`config.mk`:
```
export PLATFORM = sky130hd
export DESIGN_NAME = sampling_phase_detector
export DESIGN_NICKNAME = d
export VERILOG_FILES = /design/src/common/spd_pkg.sv /design/src/verilog/sampling_phase_detector.sv
export VERILOG_INCLUDE_DIRS = /design/src /design/src/common
export SDC_FILE = /design/constraint.sdc
export NUM_CORES = 1
export LEC_CHECK = 0
export BUFFER_PORTS_ARGS = -buffer_cell sky130_fd_sc_hd__buf_2
export CORE_ASPECT_RATIO = 0.7
export CORE_MARGIN = 4
export CORE_UTILIZATION = 55
export CTS_CLUSTER_SIZE = 24
export DETAILED_ROUTE_END_ITERATION = 7
export MAX_ROUTING_LAYER = met4
export PLACE_DENSITY = 0.75
export SLEW_MARGIN = 25
export SYNTH_ARGS = -nofsm -noshare
export SYNTH_HDL_FRONTEND = slang
export SYNTH_SLANG_ARGS = --single-unit
export TNS_END_PERCENT = 1
```
`constraint.sdc`:
```
create_clock -name CLK -period 2.55 [get_ports CLK]
set_input_delay 0.1275 -clock CLK [delete_from_list [all_inputs] [get_ports CLK]]
set_output_delay 0.1275 -clock CLK [all_outputs]
set_load 0.005 [all_outputs]
```
`src/common/spd_consts.svh`:
```
`ifndef SPD_CONSTS_SVH
`define SPD_CONSTS_SVH

// ----------------------------------------------------------------------------
// clock rates and timing
// ----------------------------------------------------------------------------
`define SPD_CLK_PERIOD_NS  10
`define SPD_SUB_CLOCK_HZ   32768
`define SPD_CLK_HZ         100000000
// subsystem tick period, rounded down to whole system cycles
`define SPD_SUB_DIV_CYC    (`SPD_CLK_HZ / `SPD_SUB_CLOCK_HZ)
`define SPD_EDGE_DELAY_NS  15000
// least time: round up
`define SPD_EDGE_DELAY_CYC ((`SPD_EDGE_DELAY_NS + `SPD_CLK_PERIOD_NS - 1) / `SPD_CLK_PERIOD_NS)

// ----------------------------------------------------------------------------
// pulse width select codes and reset values
// ----------------------------------------------------------------------------
`define SPD_PW_HALF_TICK   2'h0
`define SPD_PW_32_TICKS    2'h1
`define SPD_PW_2_TICKS     2'h2
`define SPD_PW_1_TICK      2'h3
`define SPD_COUNT_RST      8'h00

`endif

```
`src/common/spd_pkg.sv`:
```
package spd_pkg;

  typedef enum logic [1:0] {
    PH_LOW  = 2'b01,
    PH_HIGH = 2'b10
  } out_phase_t;

  typedef struct packed {
    logic [11:0] div_cnt;
    logic [7:0]  count;
    out_phase_t  phase;
    logic [17:0] width_cnt;
    logic        clk_a;
    logic        clk_b;
    logic [1:0]  sync_a;
    logic [1:0]  sync_b;
    logic        shaped_a;
    logic        shaped_b;
    logic        shaped_valid;
    logic        delay_busy;
    logic [10:0] delay_cnt;
    logic        pend_a;
    logic        pend_b;
    logic        match_irq;
    logic        edge_irq;
    logic        level_a;
    logic        level_b;
    logic        phase_flag;
  } state_t;

endpackage : spd_pkg

```
`src/verilog/sampling_phase_detector.sv`:
```
// Operation
// - sampling mode runs 8-bit interval counter, cleared when count equals compare value.
// - output period from compare match; pulse width from select field bits 0 and 1.
// - both sensor inputs captured on each falling edge of sampling clock.
// - edge interrupt on every rising and falling edge of shaped input b.
// - edge interrupt and all flag updates occur 15 us after the shaped edge.
// - level b flag takes shaped input b level at edge interrupt.
// - shaped input a sampled at b edges, moved to level a flag at interrupt.
// - phase flag clear when a matches b edge direction, set when inverted.
// - phase detector idle in plain timer mode: no edge interrupts or updates.
// - edge interrupt, both level flags and phase flag update in one cycle.
// - level a flag may be undefined when both inputs change together.
// - mode select 0 picks plain timer mode, 1 picks sampling mode.
// - plain timer mode toggles both sampling outputs on each compare match.
// - level flags and phase flag held at zero in plain timer mode.
`timescale 1ns/100ps
`default_nettype none
`include "spd_consts.svh"

module sampling_phase_detector #(
  parameter int unsigned SUB_DIV     = `SPD_SUB_DIV_CYC,
  parameter int unsigned EDGE_DELAY  = `SPD_EDGE_DELAY_CYC
) (
  input  wire logic       CLK,              // system clock, 100 MHz
  input  wire logic       SYS_RST,          // synchronous reset, active high
  input  wire logic       COUNT_RUN_FLAG,   // counter runs while high
  input  wire logic       MODE_SELECT_BIT,  // 0 plain timer, 1 sampling output
  input  wire logic [7:0] PERIOD_COMPARE,   // compare value for the counter
  input  wire logic [1:0] PULSE_WIDTH_SEL,  // {hi, lo} pulse width select
  input  wire logic       OUT_ENABLE_A,     // enables sampling clock a pin
  input  wire logic       OUT_ENABLE_B,     // enables sampling clock b pin
  input  wire logic       SENSOR_IN_A,      // sensor pin a, asynchronous
  input  wire logic       SENSOR_IN_B,      // sensor pin b, asynchronous
  output logic            SAMPLE_CLOCK_OUT_A, // sampling clock pin a
  output logic            SAMPLE_CLOCK_OUT_B, // sampling clock pin b
  output logic            MATCH_IRQ,        // compare match pulse
  output logic            EDGE_IRQ,         // delayed edge pulse
  output logic            LEVEL_A_FLAG,     // level of shaped a at b edge
  output logic            LEVEL_B_FLAG,     // level of shaped b at edge
  output logic            PHASE_FLAG,       // 1 when inverted phase
  output logic [7:0]      COUNT_VALUE       // current counter value
);

  // --------------------------------------------------------------------------
  // pulse widths in system cycles
  // --------------------------------------------------------------------------
  localparam logic [17:0] PW_HALF = 18'(SUB_DIV / 2);
  localparam logic [17:0] PW_ONE  = 18'(SUB_DIV);
  localparam logic [17:0] PW_TWO  = 18'(2 * SUB_DIV);
  localparam logic [17:0] PW_32   = 18'(32 * SUB_DIV);
  localparam logic [11:0] DIV_LAST   = 12'(SUB_DIV - 1);
  localparam logic [10:0] DELAY_LAST = 11'(EDGE_DELAY - 1);

  spd_pkg::state_t s_q;
  spd_pkg::state_t s_d;

  logic [17:0] width_load;
  logic        tick;
  logic        match;
  logic        sample_mode;
  logic        fall;
  logic        new_a;
  logic        new_b;

  // --------------------------------------------------------------------------
  // width select decode
  // --------------------------------------------------------------------------
  always_comb begin
    case (PULSE_WIDTH_SEL)
      `SPD_PW_HALF_TICK: width_load = PW_HALF;
      `SPD_PW_32_TICKS:  width_load = PW_32;
      `SPD_PW_2_TICKS:   width_load = PW_TWO;
      default:           width_load = PW_ONE;
    endcase
  end

  // --------------------------------------------------------------------------
  // next state
  // --------------------------------------------------------------------------
  always_comb begin
    s_d = s_q;
    s_d.match_irq = 1'b0;
    s_d.edge_irq  = 1'b0;
    sample_mode = MODE_SELECT_BIT;
    fall  = 1'b0;
    new_a = s_q.shaped_a;
    new_b = s_q.shaped_b;
    // ------------------------------------------------------------------------
    // sensor synchroniser: pins pass two flip-flops before any use
    // ------------------------------------------------------------------------
    s_d.sync_a = {s_q.sync_a[0], SENSOR_IN_A};
    s_d.sync_b = {s_q.sync_b[0], SENSOR_IN_B};

    // ------------------------------------------------------------------------
    // subsystem rate as an enable pulse from a divider
    // ------------------------------------------------------------------------
    tick = 1'b0;
    if (!COUNT_RUN_FLAG) begin
      s_d.div_cnt = 12'h000;
    end else if (s_q.div_cnt == DIV_LAST) begin
      s_d.div_cnt = 12'h000;
      tick = 1'b1;
    end else begin
      s_d.div_cnt = s_q.div_cnt + 12'h001;
    end

    // ------------------------------------------------------------------------
    // interval counter
    // ------------------------------------------------------------------------
    match = 1'b0;
    if (tick) begin
      if (s_q.count == PERIOD_COMPARE) begin
        match = 1'b1;
        s_d.count = `SPD_COUNT_RST;
        s_d.match_irq = 1'b1;
      end else begin
        s_d.count = s_q.count + 8'h01;
      end
    end

    // ------------------------------------------------------------------------
    // sampling clock generation
    // ------------------------------------------------------------------------
    if (!sample_mode) begin
      s_d.phase = spd_pkg::PH_LOW;
      if (match) begin
        s_d.clk_a = ~s_q.clk_a;
        s_d.clk_b = ~s_q.clk_b;
      end
    end else begin
      case (s_q.phase)
        spd_pkg::PH_LOW: begin
          if (match) begin
            s_d.phase = spd_pkg::PH_HIGH;
            s_d.width_cnt = width_load;
          end
        end
        spd_pkg::PH_HIGH: begin
          // a stopped counter still finishes the pulse, so no clock is left high
          if (s_q.width_cnt <= 18'h00001) begin
            s_d.phase = spd_pkg::PH_LOW;
            fall = 1'b1;
          end else begin
            s_d.width_cnt = s_q.width_cnt - 18'h00001;
          end
        end
        default: s_d.phase = spd_pkg::PH_LOW;
      endcase
      s_d.clk_a = (s_d.phase == spd_pkg::PH_HIGH) && OUT_ENABLE_A;
      s_d.clk_b = (s_d.phase == spd_pkg::PH_HIGH) && OUT_ENABLE_B;
    end
    if (!OUT_ENABLE_A) begin
      s_d.clk_a = 1'b0;
    end
    if (!OUT_ENABLE_B) begin
      s_d.clk_b = 1'b0;
    end

    // ------------------------------------------------------------------------
    // phase detector
    // ------------------------------------------------------------------------
    if (!sample_mode) begin
      s_d.shaped_valid = 1'b0;
      s_d.delay_busy   = 1'b0;
      s_d.level_a      = 1'b0;
      s_d.level_b      = 1'b0;
      s_d.phase_flag   = 1'b0;
    end else begin
      if (fall) begin
        new_a = s_q.sync_a[1];
        new_b = s_q.sync_b[1];
        s_d.shaped_a = new_a;
        s_d.shaped_b = new_b;
        s_d.shaped_valid = 1'b1;
      end
      // the first capture only seeds the shaper, it is not an edge
      if (fall && s_q.shaped_valid && (new_b != s_q.shaped_b)) begin
        s_d.delay_busy = 1'b1;
        s_d.delay_cnt  = 11'h000;
        // a changing together with b gives an arbitrary but stable sample
        s_d.pend_a = new_a;
        s_d.pend_b = new_b;
      end else if (s_q.delay_busy) begin
        if (s_q.delay_cnt == DELAY_LAST) begin
          s_d.delay_busy = 1'b0;
          s_d.edge_irq   = 1'b1;
          s_d.level_b    = s_q.pend_b;
          s_d.level_a    = s_q.pend_a;
          s_d.phase_flag = s_q.pend_a ^ s_q.pend_b;
        end else begin
          s_d.delay_cnt = s_q.delay_cnt + 11'h001;
        end
      end
    end
  end

  // --------------------------------------------------------------------------
  // state register
  // --------------------------------------------------------------------------
  always_ff @(posedge CLK) begin
    if (SYS_RST) begin
      s_q <= '{phase: spd_pkg::PH_LOW, count: `SPD_COUNT_RST, default: '0};
    end else begin
      s_q <= s_d;
    end
  end

  assign SAMPLE_CLOCK_OUT_A = s_q.clk_a;
  assign SAMPLE_CLOCK_OUT_B = s_q.clk_b;
  assign MATCH_IRQ          = s_q.match_irq;
  assign EDGE_IRQ           = s_q.edge_irq;
  assign LEVEL_A_FLAG       = s_q.level_a;
  assign LEVEL_B_FLAG       = s_q.level_b;
  assign PHASE_FLAG         = s_q.phase_flag;
  assign COUNT_VALUE        = s_q.count;

endmodule : sampling_phase_detector
`default_nettype wire
```
Yosys cells after proc, flatten, opt, wreduce, memory -nomap -nowiden. Cells that the tools add are included.

Output and inout port bits: 15. Bits in registers: 68. Bits of input ports: 18. Logic and storage cells: 89.

$add $sub $neg: 4. Bitwise operators: 9. Muxes and demuxes: 25. Reduce and logical (&&, ||, !) cells: 18. Order comparisons: 1. Eq/ne operators: 12.

Operator list (count): 17-bit case mux with 3 select lines (1); 18-bit case mux with 2 select lines (1); 12-bit two-way mux (2); 20-bit two-way mux (1); 18-bit by 1-bit <= comparator with 1-bit output, second input constant (1); 18-bit two-way mux (1); 18-bit by 1-bit subtractor with 18-bit output, second input constant (1); 12-bit by 1-bit adder with 12-bit output, second input constant (1); 12-bit equality test, second input constant (1); 11-bit by 1-bit adder with 11-bit output, second input constant (1); 11-bit equality test, second input constant (1); 1-bit two-way mux (11); 11-bit two-way mux (1); 8-bit by 1-bit adder with 8-bit output, second input constant (1); 8-bit equality test (1); 2-bit two-way mux (4); 8-bit two-way mux (1); 1-bit NOT (8); 2-bit equality test, second input constant (3); 2-bit != test, second input constant (3); 3-bit AND reduction (2); 2-bit nonzero test (3); 2-bit OR reduction (3); 2-bit by 1-bit equality test with 1-bit output, second input constant (2); other kinds (10) (14).

Longest topological paths before layout.
Depth in word-level cells: 10. Gate-level depth with buffers: 10. Gate-level depth less buffers: 8.

Worst setup path after synthesis. No wires, ideal clock.

Path type: flip-flop to flip-flop. Start: reg s_q[28] (netlist name). End: reg s_q[28] (netlist name). Stages on the path, launching flop included: 10. Buffers on the path: 1. Arrival: 2.169 ns. Slack: 0.307 ns. Setup time: 0.074 ns. Clock period less this slack: 2.243 ns. Required time: 2.476 ns. Cells stage by stage: dfxtp_1 inv_1 ha_1 clkbuf_1 nor2_1 nor4b_4 and2b_2 a211o_2 or4_1 a31oi_1.

Cells in the longest elaborated chain, start to end: 3. Elaborated cells between the ends (all ways): 6. Classes of those cells: 1 x add/sub; 1 x order compare; 1 x eq/ne; 2 x mux; 1 x reduce/logical.

Ends and longest elaborated chain: start: declaration (RTL line sampling_phase_detector.sv:54) `spd_pkg::state_t s_q;`; start signal: assignment (RTL line sampling_phase_detector.sv:202) `` s_q <= '{phase: spd_pkg::PH_LOW, count: `SPD_COUNT_RST, default: '0}; ``; start signal: assignment (RTL line sampling_phase_detector.sv:204) `s_q <= s_d;`; 18-bit by 1-bit subtractor with 18-bit output or 18-bit by 1-bit <= comparator with 1-bit output (tied branches) (RTL line sampling_phase_detector.sv:144, sampling_phase_detector.sv:140); 18-bit two-way mux or 2-bit != test (tied branches); 18-bit case mux with 2 select lines or 4-bit AND reduction (tied branches).

Parallel ways exist; a longest one is shown, timed or not. The select of a mux whose other input is x is not followed. A chain may end at the register's enable or synchronous reset.

Worst setup path in the final report.
Start: reg s_q[30] (netlist name). End: reg s_q[17] (netlist name).

Cells in the longest elaborated chain, start to end: 10. Elaborated cells between the ends (all ways): 13. Classes of those cells: 1 x order compare; 2 x eq/ne; 6 x mux; 4 x reduce/logical.

Ends and longest elaborated chain: 18-bit by 1-bit <= comparator with 1-bit output * (RTL line sampling_phase_detector.sv:140) `if (s_q.width_cnt <= 18'h00001) begin`; 1-bit two-way mux * (RTL line sampling_phase_detector.sv:140); 1-bit two-way mux * (RTL line sampling_phase_detector.sv:131) `case (s_q.phase)`; 1-bit two-way mux * (RTL line sampling_phase_detector.sv:124) `if (!sample_mode) begin`; 1-bit two-way mux (RTL line sampling_phase_detector.sv:169) `if (fall) begin`; 1-bit two-way mux (RTL line sampling_phase_detector.sv:162) `if (!sample_mode) begin`; 1-bit != test (RTL line sampling_phase_detector.sv:177) `if (fall && s_q.shaped_valid && (new_b != s_q.shaped_b)) begin`; 1-bit logical AND * (RTL line sampling_phase_detector.sv:177); 2-bit != test (no line) or 2-bit nonzero test (tied branches); 3-bit AND reduction (no line).

Mark *: on every way between the ends. The rest lies on a longest branch, timed or not. The select of a mux whose other input is x is not followed.

==> results by group <==
Timing
  – Final Critical Period: 2380 ps
  – RSZ-0062 raised after global routing: false
  – Slew @ Worst Pin: about 590 ps
  – Final period utilization: 93.3%
  – Worst Skew: 10.1 ps
  – Relative slew slack: 60.5%
  – Fmax: 420 MHz
  – Pins Over Slew Limit: 0
  – Hold Vio Cnt, Final: 0
  – Final setup vio count: 0
  – Setup TNS: 0 ps

Clocking
  – Setup bufs post-CTS: 0
  – Max clock buf depth: 2
  – CTS tree: done
  – Cts bufs inserted: 9
  – CTS H-tree lvls: 3
  – CTS Root Buffer Type: clkbuf_8
  – Worst-path clk slew: roughly 80 ps
  – Sink Count: 67
  – Worst-skew pair later-pin latency: 350 ps

Routing
  – Drt wl/cell: 15.3 microns
  – DRT iter0 DRCs: 251
  – Routed vias/inst: 5.75
  – DRT Pass-1 Iters: 6
  – Via count: 3225
  – Final WL: 8600 microns
  – # DRC: 0
  – Post-DRT Antenna Nets: 0

Synthesis
  – Largest cells by area after synthesis: dfxtp_1 (37%), nor2_1 (5.9%), xor2_1 (5.5%)
  – Mapped Nets: approximately 470
  – Synth Register Bits: 67
  – Syn avg cell area: 8.41 sq um
  – Commonest cells post-synth: dfxtp_1 (67), nor2_1 (57), a21oi_1 (29)
  – Register area share after synthesis: 36.8%
  – Most frequent cell after synthesis: dfxtp_1
  – Netlist Area Pre-Place: about 3600 sq um
  – Count of flip-flops with a built-in enable after synthesis: 0
  – Synth Instances: 433
  – Top cell type's share of synthesized area: ~37%
  – Yosys warning total: 0
  – Main flop type after synthesis: dfxtp_1
  – Unique cell type count in the Yosys netlist: 51
  – Area leader, netlist: dfxtp_1
  – Synth async-reset ratio: 0%

Finish
  – Final Util: 64.5%
  – Layout cells sized above 1: around 17%
  – Diode count: 0
  – Post-route cell area: 4080 sq um
  – Layout Nets: 497
  – Filler Cells Inserted: 551
  – Area growth, synth to finish: 12.1%

Worst hold path
  – Hold path start: SYS_RST
  – Hold Path Class: in2reg

Global route
  – Initial antenna violation count: 0
  – Total grt overflow: 0
  – Vias in the first global route: 3022
  – Maximum number of pins on one net before global-route repair: 29
  – First-pass GRT wire length: 14900 microns
  – GR Util All Layers: 23.0%

Worst setup path
  – Crit path kind: reg2reg
  – Crit path DAT: between 2000 and 3000 ps
  – RR Startpoint: s_q[30]
  – Critical path peak fanout: 12
  – Crit path required time: between 2000 and 3000 ps
  – Crit path launch type: register
  – CP endpoint kind: register
  – Worst setup path startpoint: s_q[30]

Job
  – Max_cap viols: 0

Die
  – Die span in x: between 100 and 150 microns
  – Core ar.: ~6300 sq um
  – Initial Util: 57.5%
  – Rows: 24
  – IO Pins: 33
  – Die footprint: 8010 sq um
  – Die Y: 76.1 microns

Pwr
  – Leakage: between 0.0015 and 0.002 uW
  – VDD IR-drop max: 0.268 mV
  – PD cells: ~470 nW/um^2

Status
  – Status: completed

Placement
  – Cell Area, Placed: between 3000 and 4000 sq um
  – Hpwl dp: 6210 microns
  – IO buf count: 32
  – GP Congestion: 0.915
area by class of cell:
type                       instances  area, sq um  share of cell area (%)
clock inverter                     5         37.5                   0.919
sequential                        67         1340                    32.8
tap                               91          114                    2.79
timing repair buffer              50          300                    7.35
multi-input combinational        324         2100                    51.4
inverter                          13         48.8                    1.19
clock buffer                      11          141                    3.46
kinds of logic (layout without fill, tap and decap cells):
family	count (synthesis)	count (layout)	share of synthesized area, %
buffers and inverters	42	79	5.67
muxes	7	7	1.92
AOI/OAI and AO/OA	81	81	13.9
and+or+nand+nor	185	185	28.0
DFF	67	67	36.8
xor gates and xnor gates	37	37	8.89
adders and majority gates	14	14	4.81
sequential cells by signal, indices dropped and copies added, names as in the netlist:
signal	cells
LEVEL_B_FLAG	1
s_q	50
SAMPLE_CLOCK_OUT_A	1
s_d	2
COUNT_VALUE	8
EDGE_IRQ	1
PHASE_FLAG	1
MATCH_IRQ	1
LEVEL_A_FLAG	1
SAMPLE_CLOCK_OUT_B	1
critical path, stage by stage, from the launching register on:
cell and delay [ps]:
dfxtp_1 380, or4_4 600, nor4b_4 350, nand4bb_4 280, a2111oi_4 420, xnor2_1 180
nor2_2 50
metal layers:
| metal | track usage, % | part of all wire [%] | up-vias |
|---|---|---|---|
| met3 | 6.60 | 8.0 | 17 |
| met2 | 33.0 | 43 | 143 |
| met5 | - | 0 | - |
| met4 | 5.50 | 1.5 | 0 |
| li1 | - | - | 1571 |
| met1 | 32.0 | 48 | 1494 |
stage by stage:
stage	worst slack [ps]	power, uW	instances	hold slack, ps
CTS	190	1950	561	90.3
detailed placement	204	1150	543	348
global placement	281	1150	543	350
finish	171	1930	561	113
global route	49.4	2000	561	111
floorplan	307	1120	433	256
placed cells by master (no fill, tap or decap), drive strengths merged, types with 14 or more instances in the layout:
| master | count |
|---|---|
| dfxtp | 67 |
| nor2 | 58 |
| buf | 48 |
| a21oi | 29 |
| o21ai | 27 |
| nand2 | 25 |
| xor2 | 23 |
| nand3 | 19 |
| xnor2 | 14 |
| ha | 14 |
| inv | 14 |
| and3 | 14 |
report_power, final:
part	total, uW	internal (uW)	switching [uW]
registers	1050	1050	3.80
clock network	802	382	419
logic	72.6	29.2	43.4
path summary, 6_finish.rpt:
path | end | slack (ps) | depth (start not counted)
max | s_q[17] | 170 | 6
min | s_q[6] | 110 | 2
max reg2reg | s_q[17] | 170 | 6
min reg2reg | s_q[23] | 440 | 1
what timing repair did:
action / CTS / global route
endpoints found under the setup margin: 0 / 2
resized for setup: 0 / 1
hold endpoints to repair: 2 / 0
hold buffers: 2 / 0
(Power assumes the default switching activity.)
